$ cat src/lpm_map.svh
// register offsets, field positions, reset values and codes
`ifndef LPM_MAP_SVH
`define LPM_MAP_SVH
`define CTRL_OFF 12'h000
`define PRESC_OFF 12'h004
`define STAT_OFF 12'h008
`define MASK_OFF 12'h00C
`define STATE_OFF 12'h010
`define CTRL_LPRS 0
`define CTRL_POWER_DOWN_DEEP_SELECT 1
`define CTRL_DEEP 2
`define CTRL_CFM_EN 3
`define CTRL_VMON_EN 4
`define CTRL_EXT_REQ 5
`define CTRL_W 6
`define CTRL_RST 6'h00
`define PRESC_W 12
`define PRESC_RST 12'h000
`define STAT_CLKFAIL 0
`define STAT_VMON 1
`define STAT_WAKE 2
`define STAT_W 3
`define STAT_RST 3'h0
`define MASK_RST 3'h0
`define GATES_RST 9'h1E5
`define BOOT_FLASH 2'h0
`define BOOT_SYSMEM 2'h1
`define BOOT_SRAM 2'h2
`endif

$ cat src/lpm_pkg.sv
// types shared by the power mode and clock supervisor
package lpm_pkg;
  typedef enum logic [2:0] {
    RUN = 3'h0,
    SLEEP = 3'h1,
    STOP = 3'h3,
    DSTOP = 3'h2,
    STANDBY = 3'h6
  } power_state_type;

  typedef struct packed {
    logic core;
    logic periph;
    logic adc;
    logic internal_fast_oscillator;
    logic external_crystal_oscillator;
    logic pll;
    logic regulator;
    logic low_power_reg;
    logic core_domain;
  } clock_gates_type;
endpackage : lpm_pkg

$ cat src/low_power_mode_and_clock_supervisor.sv
// power mode sequencer, clock fallback, boot select and register file
//
// Function
// - sleep stops only the core clock; peripheral and converter run
// - sleep wakes on interrupt after wfi, on event after wfe
// - deep bit without power-down bit plus wfi/wfe enters stop
// - stop turns both fast oscillators off and gates peripherals
// - stop and deep stop wake on any interrupt line or watchdog
// - power-down, regulator and deep bits plus wfi/wfe: deep stop
// - deep stop halts all core clocks, pll and both oscillators
// - power-down and deep bits without regulator bit: standby
// - standby turns off regulator, core supply, pll and oscillators
// - standby exits only on wake pin rise, reset pin, watchdog or supply reset
// - standby exit is a full chip reset
// - after any reset the system clock is the internal oscillator
// - external clock failure blocks it, stops pll, falls back
// - fallback raises an interrupt only when monitoring is enabled
// - separate bus prescalers, none faster than the system clock
// - voltage monitor idle until enabled, then flags each crossing
// - reset held while supply below threshold, no external part
// - boot pin and option bit sampled at startup pick boot region
//
// The placing of the registers and the APB interface to the registers were left to the implementer.
`timescale 1ns/1ps
`default_nettype none
`include "lpm_map.svh"
module low_power_mode_and_clock_supervisor (
  // clock and reset
  input wire logic clk_i,
  input wire logic rst_i,
  // apb slave
  input wire logic psel,
  input wire logic penable,
  input wire logic pwrite,
  input wire logic [11:0] paddr,
  input wire logic [31:0] pwdata,
  output logic [31:0] prdata,
  output logic pready,
  output logic pslverr,
  // core
  input wire logic wait_for_interrupt_instr_i,
  input wire logic wait_for_event_instr_i,
  input wire logic irq_any_i,
  input wire logic wake_event_i,
  // wake and reset sources
  input wire logic [15:0] external_interrupt_lines_i,
  input wire logic wake_pin_i,
  input wire logic external_reset_pin_n_i,
  input wire logic independent_watchdog_reset_i,
  input wire logic supply_threshold_reset_i,
  input wire logic supply_voltage_monitor_i,
  input wire logic ext_clock_valid_i,
  // boot straps
  input wire logic boot_select_pin_i,
  input wire logic boot_option_bit_i,
  // clock and power control
  output lpm_pkg::clock_gates_type gates_o,
  output logic sys_clk_ext_o,
  output logic [2:0] bus_clk_en_o,
  output logic chip_reset_o,
  output logic [1:0] boot_region_o,
  output logic irq_o
);
  import lpm_pkg::*;
  // ---------------------------------------------------------------
  // state
  // ---------------------------------------------------------------
  logic sys_rst;
  logic rst_hold_reg;
  logic reset_req;
  logic [`CTRL_W-1:0] ctrl_reg;
  logic [`PRESC_W-1:0] presc_reg;
  logic [`STAT_W-1:0] stat_reg;
  logic [`STAT_W-1:0] stat_next;
  logic [`STAT_W-1:0] mask_reg;
  logic [`STAT_W-1:0] mask_next;
  power_state_type state_reg;
  power_state_type state_next;
  logic entry_wfe_reg;
  logic sel_ext_reg;
  logic sel_ext_next;
  logic hse_blocked_reg;
  logic hse_blocked_next;
  logic wake_prev_reg;
  logic vmon_prev_reg;
  logic boot_pending_reg;
  clock_gates_type gates_next;

  // reset hold comes from the supply, reset pin, watchdog, standby exit
  assign sys_rst = rst_i | rst_hold_reg;
  assign chip_reset_o = rst_hold_reg;

  // ---------------------------------------------------------------
  // apb decode
  // ---------------------------------------------------------------
  wire setup = psel & ~penable;
  wire wr_en = psel & penable & pready & pwrite;
  wire hit_ctrl = paddr == `CTRL_OFF;
  wire hit_presc = paddr == `PRESC_OFF;
  wire hit_stat = paddr == `STAT_OFF;
  wire hit_mask = paddr == `MASK_OFF;
  wire hit_state = paddr == `STATE_OFF;
  wire mapped = hit_ctrl | hit_presc | hit_stat | hit_mask | hit_state;
  wire [31:0] state_word = {24'h000000, supply_voltage_monitor_i,
    boot_region_o, hse_blocked_reg, sel_ext_reg, state_reg};
  wire [31:0] rdata_mux =
    hit_ctrl ? {26'h0000000, ctrl_reg} :
    hit_presc ? {20'h00000, presc_reg} :
    hit_stat ? {29'h00000000, stat_reg} :
    hit_mask ? {29'h00000000, mask_reg} :
    hit_state ? state_word : 32'h00000000;

  // ---------------------------------------------------------------
  // control bits
  // ---------------------------------------------------------------
  wire lprs = ctrl_reg[`CTRL_LPRS];
  wire power_down_deep_select = ctrl_reg[`CTRL_POWER_DOWN_DEEP_SELECT];
  wire deep = ctrl_reg[`CTRL_DEEP];
  wire cfm_en = ctrl_reg[`CTRL_CFM_EN];
  wire vmon_en = ctrl_reg[`CTRL_VMON_EN];
  wire ext_req = ctrl_reg[`CTRL_EXT_REQ];

  // ---------------------------------------------------------------
  // events
  // ---------------------------------------------------------------
  wire lp_instr = wait_for_interrupt_instr_i | wait_for_event_instr_i;
  wire in_stop = (state_reg == STOP) | (state_reg == DSTOP);
  wire vmon_evt = vmon_en & (supply_voltage_monitor_i ^ vmon_prev_reg);
  wire clk_fail = sel_ext_reg & ~ext_clock_valid_i;
  wire stop_wake = (|external_interrupt_lines_i) | vmon_evt;
  wire wake_rise = wake_pin_i & ~wake_prev_reg;
  wire sleep_wake = entry_wfe_reg ? wake_event_i : irq_any_i;

  // standby exit only through the reset path
  assign reset_req = supply_threshold_reset_i
    | ~external_reset_pin_n_i | independent_watchdog_reset_i
    | ((state_reg == STANDBY) & wake_rise);

  always_ff @(posedge clk_i) begin
    if (rst_i) begin
      rst_hold_reg <= 1'b1;
    end else begin
      rst_hold_reg <= reset_req;
    end
  end

  // ---------------------------------------------------------------
  // power mode sequencer
  // ---------------------------------------------------------------
  always_comb begin
    state_next = state_reg;
    case (state_reg)
      RUN: begin
        if (lp_instr) begin
          if (!deep) begin
            state_next = SLEEP;
          end else if (power_down_deep_select && !lprs) begin
            state_next = STANDBY;
          end else if (power_down_deep_select) begin
            state_next = DSTOP;
          end else begin
            state_next = STOP;
          end
        end
      end
      SLEEP: state_next = sleep_wake ? RUN : state_reg;
      STOP, DSTOP: state_next = stop_wake ? RUN : state_reg;
      STANDBY: state_next = STANDBY;
      default: state_next = RUN;
    endcase
  end
  wire next_active = (state_next == RUN) | (state_next == SLEEP);
  wire next_stop = (state_next == STOP) | (state_next == DSTOP);

  // ---------------------------------------------------------------
  // clock source selection and gating
  // ---------------------------------------------------------------
  assign hse_blocked_next = clk_fail | (hse_blocked_reg & ext_req);
  assign sel_ext_next = ~clk_fail & next_active & ext_req
    & ~hse_blocked_reg & ext_clock_valid_i;

  always_comb begin
    gates_next.core = state_next == RUN;
    gates_next.periph = next_active;
    gates_next.adc = next_active;
    gates_next.internal_fast_oscillator = next_active;
    gates_next.external_crystal_oscillator = next_active & ext_req
      & ~hse_blocked_next;
    gates_next.pll = next_active & ext_req & ~hse_blocked_next;
    gates_next.regulator = state_next != STANDBY;
    gates_next.low_power_reg = next_stop & lprs;
    gates_next.core_domain = state_next != STANDBY;
  end

  always_ff @(posedge clk_i) begin
    if (sys_rst) begin
      state_reg <= RUN;
      entry_wfe_reg <= 1'b0;
      sel_ext_reg <= 1'b0;
      hse_blocked_reg <= 1'b0;
      gates_o <= `GATES_RST;
    end else begin
      state_reg <= state_next;
      if (state_reg == RUN && lp_instr) begin
        entry_wfe_reg <= ~wait_for_interrupt_instr_i;
      end
      sel_ext_reg <= sel_ext_next;
      hse_blocked_reg <= hse_blocked_next;
      gates_o <= gates_next;
    end
  end
  assign sys_clk_ext_o = sel_ext_reg;
  // ---------------------------------------------------------------
  // boot region capture
  // ---------------------------------------------------------------
  always_ff @(posedge clk_i) begin
    if (sys_rst) begin
      boot_pending_reg <= 1'b1;
      boot_region_o <= `BOOT_FLASH;
    end else if (boot_pending_reg) begin
      boot_pending_reg <= 1'b0;
      boot_region_o <= !boot_select_pin_i ? `BOOT_FLASH :
        boot_option_bit_i ? `BOOT_SRAM : `BOOT_SYSMEM;
    end
  end

  // ---------------------------------------------------------------
  // bus prescalers
  // ---------------------------------------------------------------
  genvar g;
  generate
    for (g = 0; g < 3; g = g + 1) begin : gen_presc
      clk_prescaler u_presc (
        .clk_i(clk_i),
        .rst_i(sys_rst),
        .run_i(gates_o.periph),
        .div_i(presc_reg[4*g +: 4]),
        .tick_o(bus_clk_en_o[g])
      );
    end
  endgenerate

  // ---------------------------------------------------------------
  // registers, status and interrupt
  // ---------------------------------------------------------------
  wire [`STAT_W-1:0] stat_set;
  assign stat_set[`STAT_CLKFAIL] = clk_fail & cfm_en;
  assign stat_set[`STAT_VMON] = vmon_evt;
  assign stat_set[`STAT_WAKE] = in_stop & stop_wake;
  wire [`STAT_W-1:0] stat_clr =
    (wr_en & hit_stat) ? pwdata[`STAT_W-1:0] : `STAT_RST;
  // set wins over a same-cycle clear
  assign stat_next = (stat_reg & ~stat_clr) | stat_set;
  assign mask_next = (wr_en & hit_mask) ? pwdata[`STAT_W-1:0] : mask_reg;

  always_ff @(posedge clk_i) begin
    if (sys_rst) begin
      ctrl_reg <= `CTRL_RST;
      presc_reg <= `PRESC_RST;
      stat_reg <= `STAT_RST;
      mask_reg <= `MASK_RST;
      irq_o <= 1'b0;
    end else begin
      if (wr_en && hit_ctrl) begin
        ctrl_reg <= pwdata[`CTRL_W-1:0];
      end
      if (wr_en && hit_presc) begin
        presc_reg <= pwdata[`PRESC_W-1:0];
      end
      stat_reg <= stat_next;
      mask_reg <= mask_next;
      irq_o <= |(stat_next & mask_next);
    end
  end

  always_ff @(posedge clk_i) begin
    if (rst_i) begin
      pready <= 1'b0;
      pslverr <= 1'b0;
      prdata <= 32'h00000000;
      wake_prev_reg <= 1'b0;
      vmon_prev_reg <= 1'b0;
    end else begin
      pready <= setup;
      pslverr <= setup & ~mapped;
      prdata <= (setup & ~pwrite) ? rdata_mux : 32'h00000000;
      wake_prev_reg <= wake_pin_i;
      vmon_prev_reg <= supply_voltage_monitor_i;
    end
  end

  // ---------------------------------------------------------------
  // assertions
  // ---------------------------------------------------------------
  property p_sleep_gates;
    @(posedge clk_i) disable iff (sys_rst)
    state_reg == SLEEP |-> !gates_o.core && gates_o.periph && gates_o.adc;
  endproperty
  a_sleep_gates: assert property (p_sleep_gates)
    else $error("sleep clock gating wrong");
  property p_sleep_wake;
    @(posedge clk_i) disable iff (sys_rst)
    state_reg == SLEEP && !entry_wfe_reg && irq_any_i |=> state_reg == RUN;
  endproperty
  a_sleep_wake: assert property (p_sleep_wake)
    else $error("sleep did not wake on interrupt");
  property p_stop_entry;
    @(posedge clk_i) disable iff (sys_rst)
    state_reg == RUN && lp_instr && deep && lprs && !power_down_deep_select
      |=> state_reg == STOP;
  endproperty
  a_stop_entry: assert property (p_stop_entry)
    else $error("stop not entered");
  property p_stop_gates;
    @(posedge clk_i) disable iff (sys_rst)
    in_stop |-> !gates_o.internal_fast_oscillator
      && !gates_o.external_crystal_oscillator && !gates_o.periph;
  endproperty
  a_stop_gates: assert property (p_stop_gates)
    else $error("stop left a clock running");
  property p_stop_wake;
    @(posedge clk_i) disable iff (sys_rst)
    in_stop && |external_interrupt_lines_i |=> state_reg == RUN;
  endproperty
  a_stop_wake: assert property (p_stop_wake)
    else $error("stop did not wake on line");
  property p_dstop_clocks;
    @(posedge clk_i) disable iff (sys_rst)
    state_reg == DSTOP |-> !gates_o.pll && !gates_o.core && !gates_o.adc;
  endproperty
  a_dstop_clocks: assert property (p_dstop_clocks)
    else $error("deep stop clock still on");
  property p_standby_power;
    @(posedge clk_i) disable iff (sys_rst)
    state_reg == STANDBY |-> !gates_o.regulator && !gates_o.core_domain;
  endproperty
  a_standby_power: assert property (p_standby_power)
    else $error("standby supply still on");
  property p_standby_exit;
    @(posedge clk_i) disable iff (rst_i)
    state_reg == STANDBY && wake_rise |=> chip_reset_o ##1 state_reg == RUN;
  endproperty
  a_standby_exit: assert property (p_standby_exit)
    else $error("standby wake not a reset");
  property p_clk_fallback;
    @(posedge clk_i) disable iff (sys_rst)
    clk_fail |=> !sel_ext_reg && !gates_o.pll && hse_blocked_reg;
  endproperty
  a_clk_fallback: assert property (p_clk_fallback)
    else $error("no fallback on clock failure");
  property p_clk_irq;
    @(posedge clk_i) disable iff (sys_rst)
    clk_fail |=> stat_reg[`STAT_CLKFAIL] == $past(cfm_en)
      || $past(stat_reg[`STAT_CLKFAIL]);
  endproperty
  a_clk_irq: assert property (p_clk_irq)
    else $error("clock failure flag wrong");
  property p_plain_sleep;
    @(posedge clk_i) disable iff (sys_rst)
    state_reg == RUN && lp_instr && !deep |=> state_reg == SLEEP;
  endproperty
  a_plain_sleep: assert property (p_plain_sleep)
    else $error("plain sleep not entered");
endmodule : low_power_mode_and_clock_supervisor
`default_nettype wire

$ cat src/clk_prescaler.sv
// bus clock enable divider
`timescale 1ns/1ps
`default_nettype none
module clk_prescaler (
  // clock and reset
  input wire logic clk_i,
  input wire logic rst_i,
  // control
  input wire logic run_i,
  input wire logic [3:0] div_i,
  // enable pulse
  output logic tick_o
);
  logic [3:0] count_reg;

  always_ff @(posedge clk_i) begin
    if (rst_i) begin
      count_reg <= 4'h0;
      tick_o <= 1'b0;
    end else if (!run_i) begin
      count_reg <= 4'h0;
      tick_o <= 1'b0;
    end else if (count_reg >= div_i) begin
      count_reg <= 4'h0;
      tick_o <= 1'b1;
    end else begin
      count_reg <= count_reg + 4'h1;
      tick_o <= 1'b0;
    end
  end
endmodule : clk_prescaler
`default_nettype wire

$ cat config.mk
export PLATFORM = sky130hd
export DESIGN_NAME = low_power_mode_and_clock_supervisor
export DESIGN_NICKNAME = d
export VERILOG_FILES = /design/src/lpm_pkg.sv /design/src/low_power_mode_and_clock_supervisor.sv /design/src/clk_prescaler.sv
export VERILOG_INCLUDE_DIRS = /design/src
export SDC_FILE = /design/constraint.sdc
export NUM_CORES = 1
export LEC_CHECK = 0
export ABC_AREA = 1
export BUFFER_PORTS_ARGS = -buffer_cell sky130_fd_sc_hd__buf_2
export CORE_ASPECT_RATIO = 1.2
export CORE_MARGIN = 2
export CORE_UTILIZATION = 45
export DETAILED_ROUTE_END_ITERATION = 8
export PLACE_DENSITY = 0.74
export SYNTH_ARGS = -nofsm -noshare
export SYNTH_HDL_FRONTEND = slang
export SYNTH_SLANG_ARGS = --single-unit
$ cat constraint.sdc
create_clock -name clk_i -period 3 [get_ports clk_i]
set_input_delay 0.3 -clock clk_i [delete_from_list [all_inputs] [get_ports clk_i]]
set_output_delay 0.3 -clock clk_i [all_outputs]
set_load 0.02 [all_outputs]
==> results.json <==
{
  "drcViolationCount": 0,
  "drt-wirelength-per-cell_um": 12.1,
  "worst-path-max-fanout": 27,
  "tightest_slew_ns": 0.621,
  "vias_per_cell": 4.82,
  "synthCells": 449,
  "hold_viol": 0,
  "cpMaxStageDelayCell": "nor2_2",
  "vias": 3035,
  "syn_avg_cell_area_um2": 7.82,
  "fp.coreArea_um2": 7620,
  "synth_cell_types": 34,
  "initial_core_util": 0.461,
  "nets": 625,
  "synth-seq-cells": 71,
  "syn-cell-area_um2": 3510,
  "hpwlAfterDp_um": 5870,
  "syn2layout_area_growth_pct": 17.3,
  "die_x_um": 84.7,
  "synth_edf_count": 0,
  "vdd_drop_max_v": 0.000333,
  "crit_type": "reg2reg",
  "max_freq_mhz": 597,
  "final_cells": 630,
  "cts_tree": "yes",
  "grt_pass1_wl_um": 12700,
  "port_buffers": 87,
  "antenna_found_initial": 0,
  "placed_cells": 614,
  "multi_input_area_um2": 1650,
  "slew_headroom": 0.586,
  "cellPowerDensity_nw_per_um2": 479,
  "outcome": "complete, no violations",
  "grt_pass1_vias": 2915,
  "wl_um": 7630,
  "clock_latency_ns": 0.36,
  "synth_top_flop_cell": "dfxtp_1",
  "ioPinCount": 128,
  "drt_pass1_iterations": 4,
  "cp-start-kind": "flop",
  "leakage_nw": 1.94,
  "cts_inserted_buffers": 9,
  "seqCellArea_um2": 1420,
  "worstPathRequired_ns": 3.29,
  "worstPathCellList": "nor2_2, inv_2, nor3_1, nand3_1, nor3b_1",
  "hp-class": "in2reg",
  "setup_viol": 0,
  "path_clk_slew_ns": 0.08,
  "rsz0062_at_grt": "false",
  "drive_above_1_share": 0.260,
  "die_y_um": 101,
  "rows": 35,
  "ys_seq_area_frac": 0.405,
  "async_flop_share": 0,
  "track_usage": 0.188,
  "grt_max_degree": 28,
  "n_antenna_cell": 0,
  "pre_cts_ws_ns": 1.15,
  "die_area_um2": 8530,
  "grt_overflow": 0,
  "fin_tns_setup_ns": 0,
  "fin_util": 0.541,
  "cts.sinks": 71,
  "min_period_ns": 1.67,
  "nFillCells": 742,
  "cap_violations": 0,
  "cp.arrival_ns": 1.96,
  "post_cts_resized": 0,
  "drv_slew": 0,
  "antenna_left": 0,
  "slowest_delay_ns": 0.37,
  "htreeDepth": 3,
  "fin_skew_ns": 0.00594,
  "post_cts_buffers": 0,
  "period_share": 0.558,
  "cts_buffer_depth": 2,
  "setup_slack_ns": 1.33,
  "ys_warn_count": 0,
  "gp_congestion": 0.877,
  "ctsHoldBuffers": 0,
  "drtIter0Drc": 112,
  "cts_root_buffer": "clkbuf_8",
  "end_kind": "flop"
}
==> where the power goes <==
group,total (W),internal (W),switching [W]
logic,0.000109,0.0000387,0.0000708
registers,0.000948,0.000946,0.00000170
clock network,0.000917,0.000551,0.000366
==> routing by layer <==
layer | global-route usage | vias up | share of wire
met1 | 0.210 | 1354 | 0.40
met4 | 0.0855 | 0 | 0.018
met2 | 0.340 | 104 | 0.52
met3 | 0.0418 | 10 | 0.057
li1 | - | 1567 | -
met5 | 0 | - | 0
==> cells in the final DEF (no fill, tap or decap), types with 3 or more instances in the layout <==
master,Yosys,layout
a21oi_1,21,21
nor2_2,8,8
nand3_1,31,31
o211ai_1,6,6
bufinv_16,0,3
conb_1,1,20
clkbuf_8,0,9
a211oi_2,12,12
inv_2,6,6
nor3_1,5,5
buf_2,0,87
nand4_1,14,14
xor2_1,3,3
o21ai_0,15,15
dfxtp_1,71,71
clkinv_2,1,3
nor2_1,60,60
nand2_1,65,65
ha_1,15,15
xnor2_1,3,3
inv_1,63,63
==> synthesized netlist by cell type (3+ instances only) <==
cell,count,area (µm²)
xnor2_1,3,26.3
nand2_1,65,244
nand4_1,14,87.6
inv_1,63,236
nor2_2,8,50.1
o211ai_1,6,45.0
inv_2,6,22.5
nor3_1,5,25.0
o21ai_0,15,75.1
buf_4,28,210
xor2_1,3,26.3
dfxtp_1,71,1420
a21oi_1,21,105
a211oi_2,12,150
nand3_1,31,155
buf_6,3,33.8
ha_1,15,188
nor2_1,60,225
==> worst max-delay path: cells and delay by family (launching register included) <==
| kind | cells | cell delay [ns] |
|---|---|---|
| buffers and inverters | 1 | 0.37 |
| AND/OR/NAND/NOR | 4 | 0.92 |
| flip-flops | 1 | 0.32 |
==> final cells by class <==
cell class	count	area share
Sequential cell	71	0.345
Clock buffer	10	0.0310
Clock inverter	6	0.0264
Inverter	70	0.0641
Tap cell	92	0.0279
Multi-Input combinational cell	294	0.400
Timing Repair Buffer	87	0.106
==> logic make-up (layout without fill, tap and decap cells) <==
logic type,after synthesis,count (layout),synth area share
other,1,20,0.00107
and+or+nand+nor,197,197,0.269
buffers and inverters,103,173,0.147
DFF,71,71,0.405
adders and majority gates,15,15,0.0534
AOI/OAI and AO/OA,56,56,0.110
xor gates and xnor gates,6,6,0.0150
==> final timing paths <==
kind,endpoint,from,slack (ns),cells past startpoint
worst min-delay path,entry_wfe_reg,wait_for_interrupt_instr_i,0.11,2
worst max register to register,sys_clk_ext_o,chip_reset_o,1.33,5
worst min register to register,chip_reset_o,wake_prev_reg,0.42,1
worst max-delay path,sys_clk_ext_o,chip_reset_o,1.33,5
==> per-stage QoR <==
stage	hold slack, ns	instance area [µm²]	power [W]
3_3_place_gp	0.404	3880	0.00108
5_1_grt	0.126	4120	0.00203
4_1_cts	0.106	4120	0.00198
6_report	0.111	4120	0.00197
2_1_floorplan	0.371	3580	0.00105
3_5_place_dp	0.404	3880	0.00108
Power figures use the tool's default switching activity.
